===== src/pkg/bcu_pkg.sv =====
package bcu_pkg;
	// ----------------------------------------
	// Register map (byte addresses)
	// ----------------------------------------
	localparam logic [7:0] ADDR_BKPT_ADDR0 = 8'h00;
	localparam logic [7:0] ADDR_BKPT_ADDR1 = 8'h04;
	localparam logic [7:0] ADDR_BKPT_ADDR2 = 8'h08;
	localparam logic [7:0] ADDR_BKPT_ADDR3 = 8'h0C;
	localparam logic [7:0] ADDR_CONTROL = 8'h1C;
	localparam logic [7:0] ADDR_HIT_STATUS = 8'h18;
	// ----------------------------------------
	// Control register fields
	// ----------------------------------------
	localparam int CTL_ENABLE_LSB = 0;
	localparam int CTL_EXACT_LOCAL = 8;
	localparam int CTL_EXACT_GLOBAL = 9;
	localparam int CTL_GUARD = 13;
	localparam int CTL_QUAL_LSB = 16;
	localparam logic [31:0] CTL_RESET = 32'h0000_0000;
	localparam logic [31:0] CTL_WMASK = 32'hFFFF_23FF;
	// ----------------------------------------
	// Encodings
	// ----------------------------------------
	localparam logic [1:0] LEN_BYTE = 2'h0;
	localparam logic [1:0] LEN_WORD = 2'h1;
	localparam logic [1:0] LEN_DWORD = 2'h3;
	localparam logic [1:0] QUAL_EXEC = 2'h0;
	localparam logic [1:0] QUAL_WRITE = 2'h1;
	localparam logic [1:0] QUAL_RDWR = 2'h3;
	localparam logic [1:0] RESP_OKAY = 2'h0;
	localparam logic [1:0] RESP_SLVERR = 2'h2;
	localparam logic [1:0] RESP_DECERR = 2'h3;
	localparam int NUM_BKPT = 4;

	// Processor access presented for checking
	typedef struct packed {
		logic valid;
		logic isFetch;
		logic isWrite;
		logic [31:0] linAddr;
		logic [2:0] size; // Bytes accessed, 1..4
	} bcu_access_s;

	// Exception request to the core
	typedef struct packed {
		logic fault;
		logic trap;
		logic guardFault;
		logic [3:0] hits;
	} bcu_excp_s;
endpackage


===== src/rtl/bcu_breakpoint_control_unit.sv =====
module bcu_breakpoint_control_unit (
	input wire logic core_clk,
	input wire logic resetn,
	// AXI4-Lite slave
	input wire logic [7:0] s_axi_awaddr,
	input wire logic s_axi_awvalid,
	output logic s_axi_awready,
	input wire logic [31:0] s_axi_wdata,
	input wire logic [3:0] s_axi_wstrb,
	input wire logic s_axi_wvalid,
	output logic s_axi_wready,
	output logic [1:0] s_axi_bresp,
	output logic s_axi_bvalid,
	input wire logic s_axi_bready,
	input wire logic [7:0] s_axi_araddr,
	input wire logic s_axi_arvalid,
	output logic s_axi_arready,
	output logic [31:0] s_axi_rdata,
	output logic [1:0] s_axi_rresp,
	output logic s_axi_rvalid,
	input wire logic s_axi_rready,
	// Processor side
	input wire logic realMode,
	input wire logic privLevel0,
	input wire logic taskSwitch,
	input wire logic handlerEntry,
	input wire bcu_pkg::bcu_access_s access,
	output bcu_pkg::bcu_excp_s excp,
	output logic waitOperands
);
	// ----------------------------------------
	// State
	// ----------------------------------------
	logic [31:0] bkptAddr [bcu_pkg::NUM_BKPT];
	logic [31:0] next_bkptAddr [bcu_pkg::NUM_BKPT];
	logic [31:0] control, next_control;
	logic [3:0] hitStatus, next_hitStatus;
	logic [7:0] awAddr, next_awAddr;
	logic awHeld, next_awHeld;
	logic [31:0] wData, next_wData;
	logic [3:0] wStrb, next_wStrb;
	logic wHeld, next_wHeld;
	logic bValid, next_bValid;
	logic [1:0] bResp, next_bResp;
	logic rValid, next_rValid;
	logic [31:0] rData, next_rData;
	logic [1:0] rResp, next_rResp;
	logic [3:0] match;
	logic [3:0] enabled;
	logic anyFault, anyTrap, guardHit, privOk;
	bcu_pkg::bcu_excp_s next_excp;

	// Byte-lane merge of a write
	function automatic logic [31:0] merge(input logic [31:0] old, input logic [31:0] nw,
		input logic [3:0] strb);
		logic [31:0] res;
		res = old;
		for (int b = 0; b < 4; b++) begin
			if (strb[b]) begin
				res[b*8 +: 8] = nw[b*8 +: 8];
			end
		end
		return res;
	endfunction

	// Address decode to breakpoint index; 4 means not an address register
	function automatic logic [2:0] addrIndex(input logic [7:0] a);
		case (a)
			bcu_pkg::ADDR_BKPT_ADDR0: addrIndex = 3'h0;
			bcu_pkg::ADDR_BKPT_ADDR1: addrIndex = 3'h1;
			bcu_pkg::ADDR_BKPT_ADDR2: addrIndex = 3'h2;
			bcu_pkg::ADDR_BKPT_ADDR3: addrIndex = 3'h3;
			default: addrIndex = 3'h4;
		endcase
	endfunction

	// ----------------------------------------
	// Comparators
	// ----------------------------------------
	// privilege check on access
	assign privOk = realMode | privLevel0;

	genvar gi;
	generate
		for (gi = 0; gi < bcu_pkg::NUM_BKPT; gi++) begin : g_cmp
			logic [1:0] len, qual;
			logic [31:0] mask, lo, hi, accLo, accHi;
			logic hit;
			assign len = control[bcu_pkg::CTL_QUAL_LSB + 4*gi + 2 +: 2];
			assign qual = control[bcu_pkg::CTL_QUAL_LSB + 4*gi +: 2];
			assign mask = (len == bcu_pkg::LEN_DWORD) ? 32'hFFFF_FFFC :
				(len == bcu_pkg::LEN_WORD) ? 32'hFFFF_FFFE : 32'hFFFF_FFFF;
			assign lo = bkptAddr[gi] & mask;
			assign hi = lo | ~mask;
			assign accLo = access.linAddr;
			// Last byte touched; size runs 1..4
			assign accHi = access.linAddr + {29'h0000_0000, access.size} - 32'h0000_0001;
			always_comb begin
				hit = 1'b0;
				if (access.valid) begin
					case (qual)
						bcu_pkg::QUAL_EXEC: hit = access.isFetch && (accLo == bkptAddr[gi]);
						// write only; overlap
						// Overlap means both byte ranges share at least one byte
						bcu_pkg::QUAL_WRITE: hit = !access.isFetch && access.isWrite &&
							(accLo <= hi) && (accHi >= lo);
						bcu_pkg::QUAL_RDWR: hit = !access.isFetch &&
							(accLo <= hi) && (accHi >= lo);
						default: hit = 1'b0;
					endcase
				end
			end
			// One result bit per comparator slot
			assign match[gi] = hit;
			assign enabled[gi] = control[2*gi] | control[2*gi + 1];
		end
	endgenerate

	// fault for execute, trap for data
	assign anyFault = |(match & enabled) && access.isFetch;
	assign anyTrap = |(match & enabled) && !access.isFetch;
	// stall while exact match selected; fetches stall too
	assign waitOperands = control[bcu_pkg::CTL_EXACT_LOCAL] | control[bcu_pkg::CTL_EXACT_GLOBAL];

	// ----------------------------------------
	// Bus and control next state
	// ----------------------------------------
	always_comb begin
		logic doWrite, doRead;
		logic [2:0] idx;
		doWrite = 1'b0;
		doRead = 1'b0;
		idx = 3'h0;
		next_bkptAddr = bkptAddr;
		next_control = control;
		next_hitStatus = hitStatus;
		next_awAddr = awAddr;
		next_awHeld = awHeld;
		next_wData = wData;
		next_wStrb = wStrb;
		next_wHeld = wHeld;
		next_bValid = bValid;
		next_bResp = bResp;
		next_rValid = rValid;
		next_rData = rData;
		next_rResp = rResp;
		guardHit = 1'b0;
		if (s_axi_awvalid && s_axi_awready) begin
			next_awAddr = s_axi_awaddr;
			next_awHeld = 1'b1;
		end
		if (s_axi_wvalid && s_axi_wready) begin
			next_wData = s_axi_wdata;
			next_wStrb = s_axi_wstrb;
			next_wHeld = 1'b1;
		end
		if (bValid && s_axi_bready) begin
			next_bValid = 1'b0;
		end
		if (rValid && s_axi_rready) begin
			next_rValid = 1'b0;
		end
		doWrite = awHeld && wHeld && !bValid;
		doRead = s_axi_arvalid && s_axi_arready;
		// guarded access faults instead of completing
		guardHit = (doWrite || doRead) && control[bcu_pkg::CTL_GUARD];
		// Hit status latches comparator results while any enabled hit occurs
		if (|(match & enabled)) begin
			next_hitStatus = hitStatus | match;
		end
		if (doWrite) begin
			next_awHeld = 1'b0;
			next_wHeld = 1'b0;
			next_bValid = 1'b1;
			idx = addrIndex(awAddr);
			if (!privOk || guardHit) begin
				next_bResp = bcu_pkg::RESP_SLVERR;
			end else if (idx != 3'h4) begin
				next_bkptAddr[idx[1:0]] = merge(bkptAddr[idx[1:0]], wData, wStrb);
				next_bResp = bcu_pkg::RESP_OKAY;
			end else if (awAddr == bcu_pkg::ADDR_CONTROL) begin
				next_control = merge(control, wData, wStrb) & bcu_pkg::CTL_WMASK;
				next_bResp = bcu_pkg::RESP_OKAY;
			end else if (awAddr == bcu_pkg::ADDR_HIT_STATUS) begin
				// Clear wins only for bits with no new hit this cycle
				next_hitStatus = (hitStatus & ~wData[3:0]) | (match & {4{|(match & enabled)}});
				next_bResp = bcu_pkg::RESP_OKAY;
			end else begin
				next_bResp = bcu_pkg::RESP_DECERR;
			end
		end
		if (doRead) begin
			next_rValid = 1'b1;
			next_rData = 32'h0000_0000;
			next_rResp = bcu_pkg::RESP_OKAY;
			idx = addrIndex(s_axi_araddr);
			if (!privOk || guardHit) begin
				next_rResp = bcu_pkg::RESP_SLVERR;
			end else if (idx != 3'h4) begin
				next_rData = bkptAddr[idx[1:0]];
			end else if (s_axi_araddr == bcu_pkg::ADDR_CONTROL) begin
				next_rData = control;
			end else if (s_axi_araddr == bcu_pkg::ADDR_HIT_STATUS) begin
				next_rData = {28'h000_0000, hitStatus};
			end else begin
				next_rResp = bcu_pkg::RESP_DECERR;
			end
		end
		if (handlerEntry) begin
			next_control[bcu_pkg::CTL_GUARD] = 1'b0;
		end
		if (taskSwitch) begin
			next_control[bcu_pkg::CTL_EXACT_LOCAL] = 1'b0;
			for (int i = 0; i < bcu_pkg::NUM_BKPT; i++) begin
				next_control[2*i] = 1'b0;
			end
		end
		next_excp.fault = anyFault;
		next_excp.trap = anyTrap;
		next_excp.guardFault = guardHit;
		next_excp.hits = match;
	end

	// Handshake and answer outputs straight from holding state
	assign s_axi_awready = !awHeld;
	assign s_axi_wready = !wHeld;
	assign s_axi_arready = !rValid;
	assign s_axi_bvalid = bValid;
	assign s_axi_bresp = bResp;
	assign s_axi_rvalid = rValid;
	assign s_axi_rdata = rData;
	assign s_axi_rresp = rResp;

	// ----------------------------------------
	// Registers
	// ----------------------------------------
	// reset disables all breakpoints
	always_ff @(posedge core_clk or negedge resetn) begin
		if (!resetn) begin
			for (int i = 0; i < bcu_pkg::NUM_BKPT; i++) begin
				bkptAddr[i] <= 32'h0000_0000;
			end
			control <= bcu_pkg::CTL_RESET;
			hitStatus <= 4'h0;
			awAddr <= 8'h00;
			awHeld <= 1'b0;
			wData <= 32'h0000_0000;
			wStrb <= 4'h0;
			wHeld <= 1'b0;
			bValid <= 1'b0;
			bResp <= 2'h0;
			rValid <= 1'b0;
			rData <= 32'h0000_0000;
			rResp <= 2'h0;
			excp <= '0;
		end else begin
			bkptAddr <= next_bkptAddr;
			control <= next_control;
			hitStatus <= next_hitStatus;
			awAddr <= next_awAddr;
			awHeld <= next_awHeld;
			wData <= next_wData;
			wStrb <= next_wStrb;
			wHeld <= next_wHeld;
			bValid <= next_bValid;
			bResp <= next_bResp;
			rValid <= next_rValid;
			rData <= next_rData;
			rResp <= next_rResp;
			excp <= next_excp;
		end
	end
endmodule // bcu_breakpoint_control_unit


===== config.mk =====
export PLATFORM = sky130hd
export DESIGN_NAME = bcu_breakpoint_control_unit
export DESIGN_NICKNAME = d
export VERILOG_FILES = /design/src/pkg/bcu_pkg.sv /design/src/rtl/bcu_breakpoint_control_unit.sv
export SDC_FILE = /design/constraint.sdc
export NUM_CORES = 1
export LEC_CHECK = 0
export BUFFER_PORTS_ARGS = -buffer_cell sky130_fd_sc_hd__buf_2
export CAP_MARGIN = 20
export CORE_UTILIZATION = 29
export CTS_CLUSTER_SIZE = 14
export DETAILED_ROUTE_END_ITERATION = 8
export GPL_TIMING_DRIVEN = 0
export PLACE_DENSITY = 0.52
export REMOVE_ABC_BUFFERS = 1
export SYNTH_ARGS = -nofsm -noshare
export SYNTH_HDL_FRONTEND = slang
export SYNTH_SLANG_ARGS = --single-unit

===== constraint.sdc =====
create_clock -name core_clk -period 4.4 [get_ports core_clk]
set_input_delay 1.1 -clock core_clk [delete_from_list [all_inputs] [get_ports core_clk]]
set_output_delay 1.1 -clock core_clk [all_outputs]
set_load 0.02 [all_outputs]

==> results_dict.tcl <==
set metrics [dict create \
    power_leakage_nw 10.54 \
    grt_pass1_vias 17320 \
    arrival_ns 6.06 \
    rsz0062_at_grt "yes" \
    core_sq_mm 0.06481 \
    ys_ff_latch 250 \
    clk_pin_slew_ns 0.06 \
    final_max_slew_viol_count 0 \
    combinationalPowerShare_pct 45.9 \
    initial_utilization_pct 29.53 \
    pwr_density_cell_mw_per_mm2 499.0 \
    fp.dieW_microns 258.9 \
    pwr-share-clk_pct 22.1 \
    area_delta_synth_final_pct 22.89 \
    syn-cell-area_sq_mm 0.01914 \
    syn_avg_cell_area_sq_um 8.883 \
    post_route_cells_drive_above_1_share_pct 21.31 \
    vias 17330 \
    setup_viol 10 \
    gp_congestion 0.8952 \
    fin_tns_setup_ns -9.098 \
    finClkSkew_ns 0.02056 \
    htreeDepth 1 \
    slowest_stage "a222oi_1" \
    start_kind "input pin" \
    ys_seq_area_share_pct 32.68 \
    wl_microns 71100 \
    hp-class "input pin to async pin" \
    fin_crit_ns 5.586 \
    fin_crit_sh_pct 127.0 \
    status "finished, violations left" \
    switching_share_pct 43.12 \
    post-route-util_pct 36.29 \
    drc 0 \
    end_kind "flop" \
    dr.pass1.iters 6 \
    ys.flop_type "dfrtp_1" \
    clock_latency_ns 0.60 \
    synthCells 2155 \
    wire_per_inst_microns 22.11 \
    required_ns 4.87 \
    p_sw_mw 5.062 \
    port_buffers 149 \
    die_area_sq_mm 0.06704 \
    failed_checks "setup timing" \
    grt_first_pass_wirelength_microns 107200 \
    cap_viol_max_count 0 \
    cts.sinks 250 \
    yosysUniqueCellTypes 62 \
    cts_tree "built" \
    p_int_mw 6.676 \
    antenna_found_initial 1 \
    max_stage_delay_ns 0.34 \
    ys_async_sr_fraction_pct 100.0 \
    dp_hpwl_microns 54530 \
    grt_overflow_total 0 \
    die_y_microns 258.9 \
    cts-hold-fix-buffers 0 \
    cp-startpoint "access[1]" \
    synth_edf_count 0 \
    grt_usage_pct 21.01 \
    crit_type "input pin to flop" \
    num_rows 93 \
    drtIter0Drc 1142 \
    critPathMaxFanout 3 \
    p_seq_share_pct 32.0 \
    fmax_mhz 179.0 \
    fin_nets 2727 \
    fin_ws_ns -1.186 \
    vdd_drop_max_uv 283.0 \
    ctsRootBufferMaster "clkbuf_16" \
    pin_count 150 \
    postRouteAntennaNets 0 \
    cts_buffer_depth 3 \
    tightest_slew_ns 1.051 \
    synth-warning-count 0 \
    slew_headroom_pct 29.73 \
    grt_max_degree 116 \
    r2r_start "awAddr[3]" \
    via_per_inst 5.389 \
    cts_buffers 31 \
    finalHoldViolCount 0 \
]
## synthesized netlist by cell type (all sizes together), types with 2 or more instances
master | n | area [sq um]
o2111ai | 7 | 61.31
a22oi | 30 | 225.2
dfrtp | 250 | 6256
ha | 289 | 3616
o311ai | 2 | 17.52
a221oi | 6 | 52.55
mux2 | 69 | 777.0
nor2b | 23 | 143.9
nand4b | 2 | 17.52
nand2 | 188 | 705.7
o21ai | 107 | 535.5
a31oi | 26 | 162.7
buf | 9 | 38.79
a311oi | 2 | 17.52
o21a | 11 | 82.58
or2 | 12 | 75.07
a21oi | 264 | 1321
a2111oi | 5 | 56.31
mux4 | 26 | 585.6
inv | 178 | 668.1
and3 | 17 | 106.4
o21bai | 7 | 52.55
nor3 | 24 | 125.1
nand3b | 2 | 15.01
o31ai | 5 | 37.54
and4 | 6 | 52.55
mux2i | 17 | 170.2
o22ai | 14 | 87.58
nand4 | 34 | 212.7
xnor2 | 24 | 210.2
nand2b | 13 | 81.33
a22o | 8 | 70.07
nor2 | 219 | 822.0
a21o | 43 | 322.8
a211o | 3 | 26.28
a21boi | 2 | 15.01
o221ai | 28 | 245.2
clkbuf | 74 | 277.8
a211oi | 12 | 90.09
nor4 | 10 | 68.81
xor2 | 10 | 87.58
nand3 | 26 | 130.1
o211ai | 38 | 290.3
## cell usage in the layout (no fill, tap or decap), types with 37 or more instances in the layout
cell	n
ha_1	271
a21oi_1	247
dfrtp_1	248
inv_1	167
a21o_1	43
mux2_2	69
nand2_1	185
nor2_1	211
o211ai_1	37
buf_4	47
o21ai_0	94
buf_2	141
## kinds of logic after synthesis
| kind of cell | share of synthesized area (%) |
|---|---|
| DFF | 32.68 |
| muxes | 8.007 |
| AOI/OAI and AO/OA | 20.14 |
| xor gates and xnor gates | 1.556 |
| adders and majority gates | 18.99 |
| and+or+nand+nor | 13.48 |
| buffers and inverters | 5.144 |
## registers in the layout, indices dropped and copies added (netlist names), 2 cells and up
name / flops
bkptAddr: 128
awAddr: 8
s_axi_rresp: 2
wStrb: 4
excp: 7
s_axi_rdata: 32
s_axi_bresp: 2
hitStatus: 4
wData: 32
control: 27
## worst max-delay path: cells and delay by family
kind,cells,cell delay (ns)
AOI/OAI and AO/OA,16,3.15
adders and majority gates,4,0.79
buffers and inverters,8,0.75
xor gates and xnor gates,1,0.18
and+or+nand+nor,1,0.05
## power groups by stage
stage	registers [mW]	logic, mW	clock network (mW)
2_1_floorplan	3.49	3.36	0
3_3_place_gp	3.83	4.63	0
3_5_place_dp	3.79	4.89	0
4_1_cts	3.75	5.20	2.66
5_1_grt	3.86	6.05	2.75
6_report	3.76	5.39	2.59
## path summary, 6_finish.rpt
check | to | slack (ns) | depth (start not counted)
min in group core_clk | s_axi_rdata[9] | 0.47 | 2
hold / removal | wData[13] | 0.40 | 1
setup / recovery | hitStatus[1] | -1.19 | 30
setup reg to reg | bkptAddr[86] | 0.24 | 8
max in group asynchronous | bkptAddr[121] | 2.99 | 2
hold reg to reg | s_axi_rdata[9] | 0.47 | 2
## routing by layer
layer  vias to the layer above  global-route usage [%]  routed length (microns)
met1                      8539                   27.99                    31870
met4                         2                   6.131                     2177
met2                       485                   35.45                    33840
li1                       8189                       -                        -
met5                         -                       0                       14
met3                       116                   2.626                     3193
## stage by stage
step / hold slack (ns) / cell area (sq um) / std cells / power, mW / setup slack, ns
floorplan: 0.4486 / 18830 / 2072 / 6.849 / -1.990
global placement: 0.4535 / 20640 / 3076 / 8.457 / -7.556
CTS: 0.4044 / 23070 / 3195 / 11.61 / -1.219
global route: 0.4223 / 23520 / 3215 / 12.66 / -1.392
detailed placement: 0.4611 / 21200 / 3102 / 8.683 / -3.778
finish: 0.4023 / 23520 / 3216 / 11.74 / -1.186
## timing repair
action | CTS | global route
pin swaps | 50 | 66
endpoints found under the setup margin | 10 | 23
buffers inserted | 43 | 25
gates resized for setup | 114 | 49
cloned | 0 | 0
## layout make-up
class / count / area, sq um
antenna: 1 / 2.502
clock buffer: 51 / 991.0
clock inverter: 6 / 43.79
fill: 6514 / 41290
inverter: 178 / 691.9
multi-input combinational: 1644 / 12730
sequential: 250 / 6261
tap: 855 / 1070
timing repair buffer: 231 / 1738
Power figures use the tool's default switching activity.
